$ cat src/hw/oor_pkg.sv
/*
 * Constants and types shared by the output override register block.
 * Assumes a 250 MHz core clock and register numbers used as addresses.
 */
package oor_pkg;
	// ************************************************************
	// Register numbers
	// ************************************************************
	localparam logic [15:0] ADR_DELAY_B = 16'h9C53;
	localparam logic [15:0] ADR_AO_B    = 16'h9C54;
	localparam logic [15:0] ADR_CSR     = 16'h9C55;
	localparam logic [15:0] ADR_DELAY_E = 16'h9C63;
	localparam logic [15:0] ADR_MODE    = 16'h9C64;
	localparam logic [15:0] ADR_AO_E    = 16'h9C65;
	localparam logic [15:0] ADR_SPST    = 16'h9C66;

	// ************************************************************
	// Field positions and values
	// ************************************************************
	localparam logic [15:0] UNUSED_VAL  = 16'h8000;
	localparam logic [15:0] AO_MAX_W    = 16'h0FFF;
	localparam logic [11:0] AO_MAX      = 12'hFFF;
	localparam int          CSR_MAN_BIT = 4;
	localparam logic [4:0]  MODE_RST    = 5'h00;
	localparam logic [3:0]  SP_RST      = 4'h0;
	localparam logic [11:0] AO_RST      = 12'h000;
	localparam logic [15:0] DELAY_RST   = 16'h0002;
	localparam logic [15:0] EL_MAX      = 16'hFFFF;

	// ************************************************************
	// Timing
	// ************************************************************
	localparam int          CHAR_TIMES    = 2;
	localparam int          FLOOR_MS      = 2;
	localparam int          BAUD_BASE     = 300;
	localparam int          MS_PER_S      = 1000;
	localparam int          FRAME_MIN     = 9;
	localparam int          CLK_PERIOD_NS = 4;
	localparam int          MS_NS         = 1000000;
	localparam int          MS_CYCLES_DEF = MS_NS / CLK_PERIOD_NS;
	localparam logic [1:0]  SYNC_WAIT     = 2'h2;

	typedef enum logic [2:0] {
		ST_SYNC = 3'b001,
		ST_LOAD = 3'b010,
		ST_RUN  = 3'b100
	} oor_state_t;
endpackage

$ cat src/hw/oor_top.sv
/*
 * Output override register bank: auto/manual select, setpoint state,
 * analog level and response delay with power-up reconciliation.
 * Assumes a frame parser on the same clock issues register reads and
 * writes, flags each received character and a pending reply; the
 * meter logic and the nonvolatile store also share the clock.
 */
// Function
// RQ1 - One select bit per output, 1 manual
// RQ2 - Manual setpoints follow setpoint state word
// RQ3 - Entering manual holds last output value
// RQ4 - Select bit layout depends on variant
// RQ5 - Setpoint state read returns present outputs
// RQ6 - State write acts only in manual
// RQ7 - State bit 0 is setpoint one
// RQ8 - Analog level is 12-bit unsigned code
// RQ9 - Analog writes above 4095 saturate
// RQ10 - Master enables analog manual before use
// RQ11 - Manual analog write updates output immediately
// RQ12 - Auto analog write stored, applied later
// RQ13 - Unused registers read 8000h
// RQ14 - Reply waits response delay after query
// RQ15 - Delay writes below minimum are discarded
// RQ16 - Power-up delay is max of stored, computed
// RQ17 - Master writes select pattern for manual
// RQ18 - Basic manual drives setpoints from control word
// RQ19 - Basic auto write only clears setpoints
// RQ20 - All outputs start in automatic mode
// RQ21 - Minimum delay from straps, timer gates reply
module oor_top
	import oor_pkg::*;
#(
	parameter bit EXT_MAP    = 1'b1,
	parameter bit HAS_ANALOG = 1'b1,
	parameter int MS_CYCLES  = MS_CYCLES_DEF
) (
	input  wire logic        CORE_CLK_I,
	input  wire logic        RESETN_I,
	input  wire logic        REG_WR_I,
	input  wire logic        REG_RD_I,
	input  wire logic [15:0] REG_ADDR_I,
	input  wire logic [15:0] REG_WDATA_I,
	output logic      [15:0] REG_RDATA_O,
	output logic             REG_RVALID_O,
	input  wire logic [3:0]  METER_SP_I,
	input  wire logic [11:0] METER_AO_I,
	output logic      [3:0]  SP_OUT_O,
	output logic      [3:0]  SP_CLEAR_O,
	output logic      [11:0] AO_OUT_O,
	output logic             AO_MANUAL_O,
	input  wire logic [2:0]  STRAP_BAUD_I,
	input  wire logic        STRAP_DATA8_I,
	input  wire logic        STRAP_PARITY_I,
	input  wire logic        NVM_VALID_I,
	input  wire logic [15:0] NVM_DELAY_I,
	output logic             NVM_WR_O,
	output logic      [15:0] NVM_WDATA_O,
	input  wire logic        RX_CHAR_I,
	input  wire logic        REPLY_PENDING_I,
	output logic             TX_START_O,
	output logic             READY_O
);
	localparam int PW = $clog2(MS_CYCLES + 1);

	// ************************************************************
	// Helpers
	// ************************************************************
	// Two character times in ms, rounded up, never under the floor
	function automatic logic [15:0] min_delay(input logic [2:0] sel,
		input logic b8, input logic par);
		int bits;
		int num;
		int den;
		int q;
		bits = FRAME_MIN + int'(b8) + int'(par);
		num = CHAR_TIMES * MS_PER_S * bits;
		den = BAUD_BASE << sel;
		q = (num + den - 1) / den;
		if (q < FLOOR_MS) begin
			q = FLOOR_MS;
		end
		return 16'(q);
	endfunction

	// Manual flags {analog, sp4..sp1} from the stored select bits
	function automatic logic [4:0] man_of(input logic [4:0] m);
		logic [4:0] r;
		r = 5'h00;
		if (!EXT_MAP) begin
			r = {5{m[CSR_MAN_BIT]}}; // RQ18
		end else begin
			for (int k = 0; k < 4; k++) begin
				r[k] = HAS_ANALOG ? m[4 - k] : m[3 - k]; // RQ4
			end
			r[4] = HAS_ANALOG & m[0]; // RQ4
		end
		return r;
	endfunction

	// ************************************************************
	// State
	// ************************************************************
	oor_state_t  st_reg, st_next;
	logic [1:0]  cnt_reg, cnt_next;
	logic [15:0] min_reg, min_next;
	logic [15:0] delay_reg, delay_next;
	logic        nvw_reg, nvw_next;
	logic [15:0] nvd_reg, nvd_next;
	logic [4:0]  sync1_reg, sync2_reg;
	logic [4:0]  mode_reg, mode_next;
	logic [3:0]  sp_man_reg, sp_man_next;
	logic [3:0]  sp_out_reg, sp_out_next;
	logic [3:0]  clr_reg, clr_next;
	logic [11:0] ao_reg, ao_next;
	logic [11:0] ao_out_reg, ao_out_next;
	logic [15:0] rdata_reg, rdata_next;
	logic        rvalid_reg, rvalid_next;
	logic [PW-1:0] pre_reg, pre_next;
	logic [15:0] el_reg, el_next;
	logic        tx_reg, tx_next;
	logic [4:0]  man_cur, man_nx;
	logic        run, wr_mode, wr_sp, wr_ao, wr_dly;

	// Writes are only taken once the delay is reconciled
	assign run     = (st_reg == ST_RUN);
	assign wr_mode = run & REG_WR_I
		& (REG_ADDR_I == (EXT_MAP ? ADR_MODE : ADR_CSR));
	assign wr_sp   = run & REG_WR_I
		& (REG_ADDR_I == (EXT_MAP ? ADR_SPST : ADR_CSR));
	assign wr_ao   = run & REG_WR_I & HAS_ANALOG
		& (REG_ADDR_I == (EXT_MAP ? ADR_AO_E : ADR_AO_B));
	assign wr_dly  = run & REG_WR_I
		& (REG_ADDR_I == (EXT_MAP ? ADR_DELAY_E : ADR_DELAY_B));

	// ************************************************************
	// Strap synchroniser
	// ************************************************************
	// Straps are pins; only the second stage is read
	always_ff @(posedge CORE_CLK_I or negedge RESETN_I) begin
		if (!RESETN_I) begin
			sync1_reg <= 5'h00;
			sync2_reg <= 5'h00;
		end else begin
			sync1_reg <= {STRAP_BAUD_I, STRAP_DATA8_I, STRAP_PARITY_I};
			sync2_reg <= sync1_reg;
		end
	end

	// ************************************************************
	// Power-up reconciliation and response delay
	// ************************************************************
	// Straps are captured once, so later changes need a power cycle
	always_comb begin
		st_next = st_reg;
		cnt_next = cnt_reg;
		min_next = min_reg;
		delay_next = delay_reg;
		nvw_next = 1'b0;
		nvd_next = nvd_reg;
		unique case (st_reg)
			ST_SYNC: begin
				cnt_next = cnt_reg + 2'h1;
				if (cnt_reg == SYNC_WAIT) begin
					min_next = min_delay(sync2_reg[4:2], sync2_reg[1],
						sync2_reg[0]); // RQ21
					st_next = ST_LOAD;
				end
			end
			ST_LOAD: begin
				if (NVM_VALID_I) begin
					delay_next = (NVM_DELAY_I > min_reg) ?
						NVM_DELAY_I : min_reg; // RQ16
					st_next = ST_RUN;
				end
			end
			ST_RUN: begin
				if (wr_dly && (REG_WDATA_I >= min_reg)) begin // RQ15
					delay_next = REG_WDATA_I;
					nvw_next = 1'b1;
					nvd_next = REG_WDATA_I;
				end
			end
		endcase
	end

	always_ff @(posedge CORE_CLK_I or negedge RESETN_I) begin
		if (!RESETN_I) begin
			st_reg <= ST_SYNC;
			cnt_reg <= 2'h0;
			min_reg <= DELAY_RST;
			delay_reg <= DELAY_RST;
			nvw_reg <= 1'b0;
			nvd_reg <= DELAY_RST;
		end else begin
			st_reg <= st_next;
			cnt_reg <= cnt_next;
			min_reg <= min_next;
			delay_reg <= delay_next;
			nvw_reg <= nvw_next;
			nvd_reg <= nvd_next;
		end
	end

	// ************************************************************
	// Turnaround timer
	// ************************************************************
	// Every received character restarts the wait; elapsed saturates
	always_comb begin
		pre_next = pre_reg + PW'(1);
		el_next = el_reg;
		if (RX_CHAR_I) begin
			pre_next = '0;
			el_next = 16'h0000;
		end else if (pre_reg == PW'(MS_CYCLES - 1)) begin
			pre_next = '0;
			if (el_reg != EL_MAX) begin
				el_next = el_reg + 16'h0001;
			end
		end
		tx_next = run & REPLY_PENDING_I & ~RX_CHAR_I
			& (el_reg >= delay_reg); // RQ14
	end

	always_ff @(posedge CORE_CLK_I or negedge RESETN_I) begin
		if (!RESETN_I) begin
			pre_reg <= '0;
			el_reg <= 16'h0000;
			tx_reg <= 1'b0;
		end else begin
			pre_reg <= pre_next;
			el_reg <= el_next;
			tx_reg <= tx_next;
		end
	end

	// ************************************************************
	// Override registers and outputs
	// ************************************************************
	assign man_cur = man_of(mode_reg); // RQ1
	assign man_nx  = man_of(mode_next);

	// Hold value is what the output takes this edge, so no glitch
	always_comb begin
		mode_next = mode_reg;
		sp_man_next = sp_man_reg;
		ao_next = ao_reg;
		clr_next = 4'h0;
		if (wr_mode) begin
			if (!EXT_MAP) begin
				mode_next = {REG_WDATA_I[CSR_MAN_BIT], 4'h0};
			end else if (HAS_ANALOG) begin
				mode_next = REG_WDATA_I[4:0];
			end else begin
				mode_next = {1'b0, REG_WDATA_I[3:0]};
			end
		end
		sp_out_next = (man_cur[3:0] & sp_man_reg)
			| (~man_cur[3:0] & METER_SP_I); // RQ2
		ao_out_next = man_cur[4] ? ao_reg : METER_AO_I; // RQ12
		for (int k = 0; k < 4; k++) begin
			if (man_nx[k] && !man_cur[k]) begin
				sp_man_next[k] = sp_out_next[k]; // RQ3
			end
			if (wr_sp && man_nx[k]) begin
				sp_man_next[k] = REG_WDATA_I[k]; // RQ6 RQ7
			end
		end
		// Basic map in auto may only knock setpoints off
		if (!EXT_MAP && wr_sp && !REG_WDATA_I[CSR_MAN_BIT]) begin
			clr_next = ~REG_WDATA_I[3:0]; // RQ19
		end
		if (wr_ao) begin
			ao_next = (REG_WDATA_I > AO_MAX_W) ?
				AO_MAX : REG_WDATA_I[11:0]; // RQ8 RQ9 RQ11
		end
		rvalid_next = REG_RD_I;
		rdata_next = UNUSED_VAL; // RQ13
		if (REG_ADDR_I == (EXT_MAP ? ADR_DELAY_E : ADR_DELAY_B)) begin
			rdata_next = delay_reg;
		end else if (HAS_ANALOG
			&& REG_ADDR_I == (EXT_MAP ? ADR_AO_E : ADR_AO_B)) begin
			rdata_next = {4'h0, ao_reg};
		end else if (EXT_MAP && REG_ADDR_I == ADR_MODE) begin
			rdata_next = {11'h000, mode_reg};
		end else if (EXT_MAP && REG_ADDR_I == ADR_SPST) begin
			rdata_next = {12'h000, sp_out_reg}; // RQ5
		end else if (!EXT_MAP && REG_ADDR_I == ADR_CSR) begin
			rdata_next = {11'h000, mode_reg[CSR_MAN_BIT], sp_out_reg};
		end
		// Read data holds between reads so a slow master still sees it
		if (!REG_RD_I) begin
			rdata_next = rdata_reg;
		end
	end

	// Select bits clear at reset so every output starts automatic
	always_ff @(posedge CORE_CLK_I or negedge RESETN_I) begin
		if (!RESETN_I) begin
			mode_reg <= MODE_RST; // RQ20
			sp_man_reg <= SP_RST;
			sp_out_reg <= SP_RST;
			clr_reg <= SP_RST;
			ao_reg <= AO_RST;
			ao_out_reg <= AO_RST;
			rdata_reg <= 16'h0000;
			rvalid_reg <= 1'b0;
		end else begin
			mode_reg <= mode_next;
			sp_man_reg <= sp_man_next;
			sp_out_reg <= sp_out_next;
			clr_reg <= clr_next;
			ao_reg <= ao_next;
			ao_out_reg <= ao_out_next;
			rdata_reg <= rdata_next;
			rvalid_reg <= rvalid_next;
		end
	end

	assign REG_RDATA_O  = rdata_reg;
	assign REG_RVALID_O = rvalid_reg;
	assign SP_OUT_O     = sp_out_reg;
	assign SP_CLEAR_O   = clr_reg;
	assign AO_OUT_O     = ao_out_reg;
	assign AO_MANUAL_O  = man_cur[4];
	assign NVM_WR_O     = nvw_reg;
	assign NVM_WDATA_O  = nvd_reg;
	assign TX_START_O   = tx_reg;
	assign READY_O      = run;
endmodule

$ cat config.mk
export PLATFORM = sky130hd
export DESIGN_NAME = oor_top
export DESIGN_NICKNAME = d
export VERILOG_FILES = /design/src/hw/oor_pkg.sv /design/src/hw/oor_top.sv
export SDC_FILE = /design/constraint.sdc
export NUM_CORES = 1
export LEC_CHECK = 0
export ABC_AREA = 1
export BUFFER_PORTS_ARGS = -buffer_cell sky130_fd_sc_hd__buf_2
export CORE_UTILIZATION = 40
export DETAILED_ROUTE_END_ITERATION = 10
export PLACE_DENSITY = 0.66
export SETUP_SLACK_MARGIN = 0.15
export SKIP_CTS_REPAIR_TIMING = 1
export SLEW_MARGIN = 40
export SYNTH_ARGS = -nofsm -noshare
export SYNTH_HDL_FRONTEND = slang
export SYNTH_SLANG_ARGS = --single-unit
$ cat constraint.sdc
create_clock -name CORE_CLK_I -period 82.1 [get_ports CORE_CLK_I]
set_input_delay 4.105 -clock CORE_CLK_I [delete_from_list [all_inputs] [get_ports CORE_CLK_I]]
set_output_delay 4.105 -clock CORE_CLK_I [all_outputs]
set_load 0.005 [all_outputs]
==> metrics.sh <==
OUTCOME='completed'
LARGEST_REG_FLOPS=18
ASYNC_FLOP_SHARE=1.00
DP_HPWL_UM=71000
SYNTH_SEQUENTIAL_AREA_RATIO=0.127
GRT-OVFL-TOTAL=0
CP_DATA_ARRIVAL_TIME_PS=74160
CRITICALPATHCATEGORY='flip-flop to flip-flop'
HP-CLASS='flip-flop to flip-flop'
WIRELENGTH_UM=90800
CP_TOP_FAMILY='compound AO/OA/AOI/OAI gates'
SYNTH_ENABLE_FLOP_CELLS=0
CLK_PIN_SLEW_PS=70
FIN_CRIT_SH=0.900
CTS_TREE='built'
WORST_SKEW_PAIR.LATE_LATENCY_PS=430
SYN_INST=4804
MIN_PERIOD_PS=73880
RR_STARTPOINT='sync2_reg[2]$_DFF_PN0_'
POST_ROUTE_CORE_UTILIZATION=0.447
DRT_ITER0_DRC=2170
VIASPERCELL=5.25
MAX_SLEW_MARGIN=0.440
GRT_ANTENNA_BEFORE_REPAIR=1
SYNTH-WARNING-COUNT=0
ENDPOINT_KIND='flip-flop'
TIMING.CRITICAL_PATH.FROM='sync2_reg[2]$_DFF_PN0_'
DRT_PRE_ANTENNA_ITERS=6
IO_BUFFER_COUNT=128
YOSYS-TOP-CELLS-AREA='sky130_fd_sc_hd__ha_1, sky130_fd_sc_hd__nand2_1, sky130_fd_sc_hd__dfrtp_1'
TRACK_USAGE=0.226
LAYOUT-DRIVE-GT1-SHARE=0.112
CRITICAL_PATH.MOST_COMMON_CELL='sky130_fd_sc_hd__nand2_1'
STDCELL_AREA_MM2=0.0333
DRC=0
CLOCK_TREE.BUFFER_DEPTH=2
MAX_CAP_VIOLATIONS=0
DIE_WIDTH_UM=276
NETLIST-CELL-TYPE-COUNT=63
CTS_BUFFERS=17
CPPEAKSTAGEDELAY_PS=460
GRT_PASS1_WL_UM=144000
POST_SYNTHESIS_TO_FINAL_LAYOUT_AREA_GROWTH_PCT=10.4
FLOORPLAN.DIE_AREA_MM2=0.0764
DETAILROUTE.VIA_COUNT=31200
SYNTH_TOP_AREA_SHARE=0.170
SLEW_VIOLATIONS=0
WORSTPATHREQUIRED_PS=82380
POST_SYNTHESIS_MEAN_INSTANCE_AREA_UM2=6.27
CRITICAL_PATH.SLOWEST_CELL='sky130_fd_sc_hd__dfrtp_2'
CRIT_PATH_START_KIND='flip-flop'
SYNTH_AREA_MM2=0.0301
FP.DIEH_UM=276
SYNTHFLOPTYPE='sky130_fd_sc_hd__dfrtp_1'
TIMING.FMAX_GHz=0.0135
YOSYSTOPAREACELL='sky130_fd_sc_hd__ha_1'
WL_PER_CELL_UM=15.3
SYNTH.MOST_COMMON_CELL='sky130_fd_sc_hd__nand2_1'
CLOCKROOTBUFFER='sky130_fd_sc_hd__clkbuf_16'
INITIAL_UTILIZATION=0.405
WORST-PATH-MAX-FANOUT=28
IO-PIN-COUNT=133
CLOCK_SINK_COUNT=153
GRT_MAX_DEGREE=92
WORST_PIN_SLEW_PS=839
YOSYS_REG_BITS=153
FLOORPLAN.CORE_AREA_MM2=0.0744
ANTENNA_CELLS=0
WORST_CLOCK_SKEW_PS=10.3
FINALSETUPVIOLATIONS=0
TIMING.FINAL.HOLD_VIOLATIONS=0
POST_SYNTH_MOST_FREQUENT_CELLS='sky130_fd_sc_hd__nand2_1, sky130_fd_sc_hd__inv_1, sky130_fd_sc_hd__ha_1'
PLACEMENT.CELL_AREA_MM2=0.0317
GRT_PASS1_VIAS=28600
WORSTPATHBUFFERINVERTERCOUNT=94
ANTENNA_VIOLATING_NETS_POST_ROUTE=0
WORSTHOLDSTART='sync1_reg[2]$_DFF_PN0_'
LAYOUT.NETS=5448
GPL.FINAL_WEIGHTED_CONGESTION=0.990
HTREE_LEVELS=4
NUM_ROWS=100
## cell type report
cell class | count | area [µm²]
repair buffers | 211 | 1290
clock buffers | 19 | 443
repair inverters | 5 | 25.0
multi-input cells | 3841 | 23500
well taps | 969 | 1210
inverters | 732 | 2820
flip-flops and latches | 153 | 3840
fillers | 7733 | 41200
clock inverters | 13 | 193
## routing by layer
layer / GRT usage / routed length [µm]
met5: 0 / 0
met4: 0.0473 / 1870
met3: 0.0165 / 4280
met2: 0.393 / 42300
met1: 0.305 / 42400
## path summary, 6_finish.rpt
| path | end | slack [ps] | depth (start not counted) |
|---|---|---|---|
| min reg2reg | sync2_reg[2]$_DFF_PN0_ | 350 | 0 |
| max in group asynchronous | sync2_reg[3]$_DFF_PN0_ | 77310 | 2 |
| max reg2reg | min_reg[7]$_DFFE_PN0P_ | 8220 | 511 |
| max | min_reg[7]$_DFFE_PN0P_ | 8220 | 511 |
| min in group asynchronous | AO_OUT_O[11]$_DFF_PN0_ | 3680 | 1 |
| min | sync2_reg[2]$_DFF_PN0_ | 350 | 0 |
## placed cells by master (no fill, tap or decap), drive strengths merged, types with 14 or more instances in the layout
cell type / netlist / final
o221ai: 16 / 16
o21bai: 50 / 50
nor4: 15 / 15
nand4: 95 / 95
nand3: 347 / 351
xnor2: 94 / 94
nor3: 74 / 74
o21ai: 387 / 387
inv: 723 / 723
or2: 40 / 40
clkbuf: 59 / 19
buf: 40 / 211
a21oi: 314 / 316
nor2: 369 / 373
a21o: 19 / 19
dfrtp: 149 / 149
xor2: 201 / 201
nand3b: 14 / 14
ha: 410 / 410
o211ai: 15 / 15
o21a: 21 / 21
a211oi: 33 / 33
nand2: 1242 / 1242
## stage by stage
stage	TNS, ps	hold slack [ps]	setup slack [ps]	instances
after floorplan	0	331	6700	4815
after global placement	0	336	1840	5837
after detailed placement	-6020	345	-581	5837
after CTS	-9120	351	-862	5869
after global routing	-1170	362	-129	5943
final	0	353	8220	5943
## worst register-to-register path, delay by kind of cell (launching register included)
family | cells | cell delay (ps)
compound gates | 200 | 32990
flops | 1 | 460
xor+xnor | 1 | 190
simple gates | 184 | 21180
buf+inv | 94 | 8950
fa+ha+maj | 32 | 9900
## cell families after synthesis
kind of cell               synth area share
buffers and inverters                 0.109
and+or+nand+nor                       0.337
AOI/OAI and AO/OA                     0.169
adders and majority gates             0.171
DFF                                   0.127
xor gates and xnor gates             0.0858
other                              0.000249
Power is left out: the tool's default activity adds up to more than one toggle a clock period on the data nets, which glitch-free logic cannot reach.
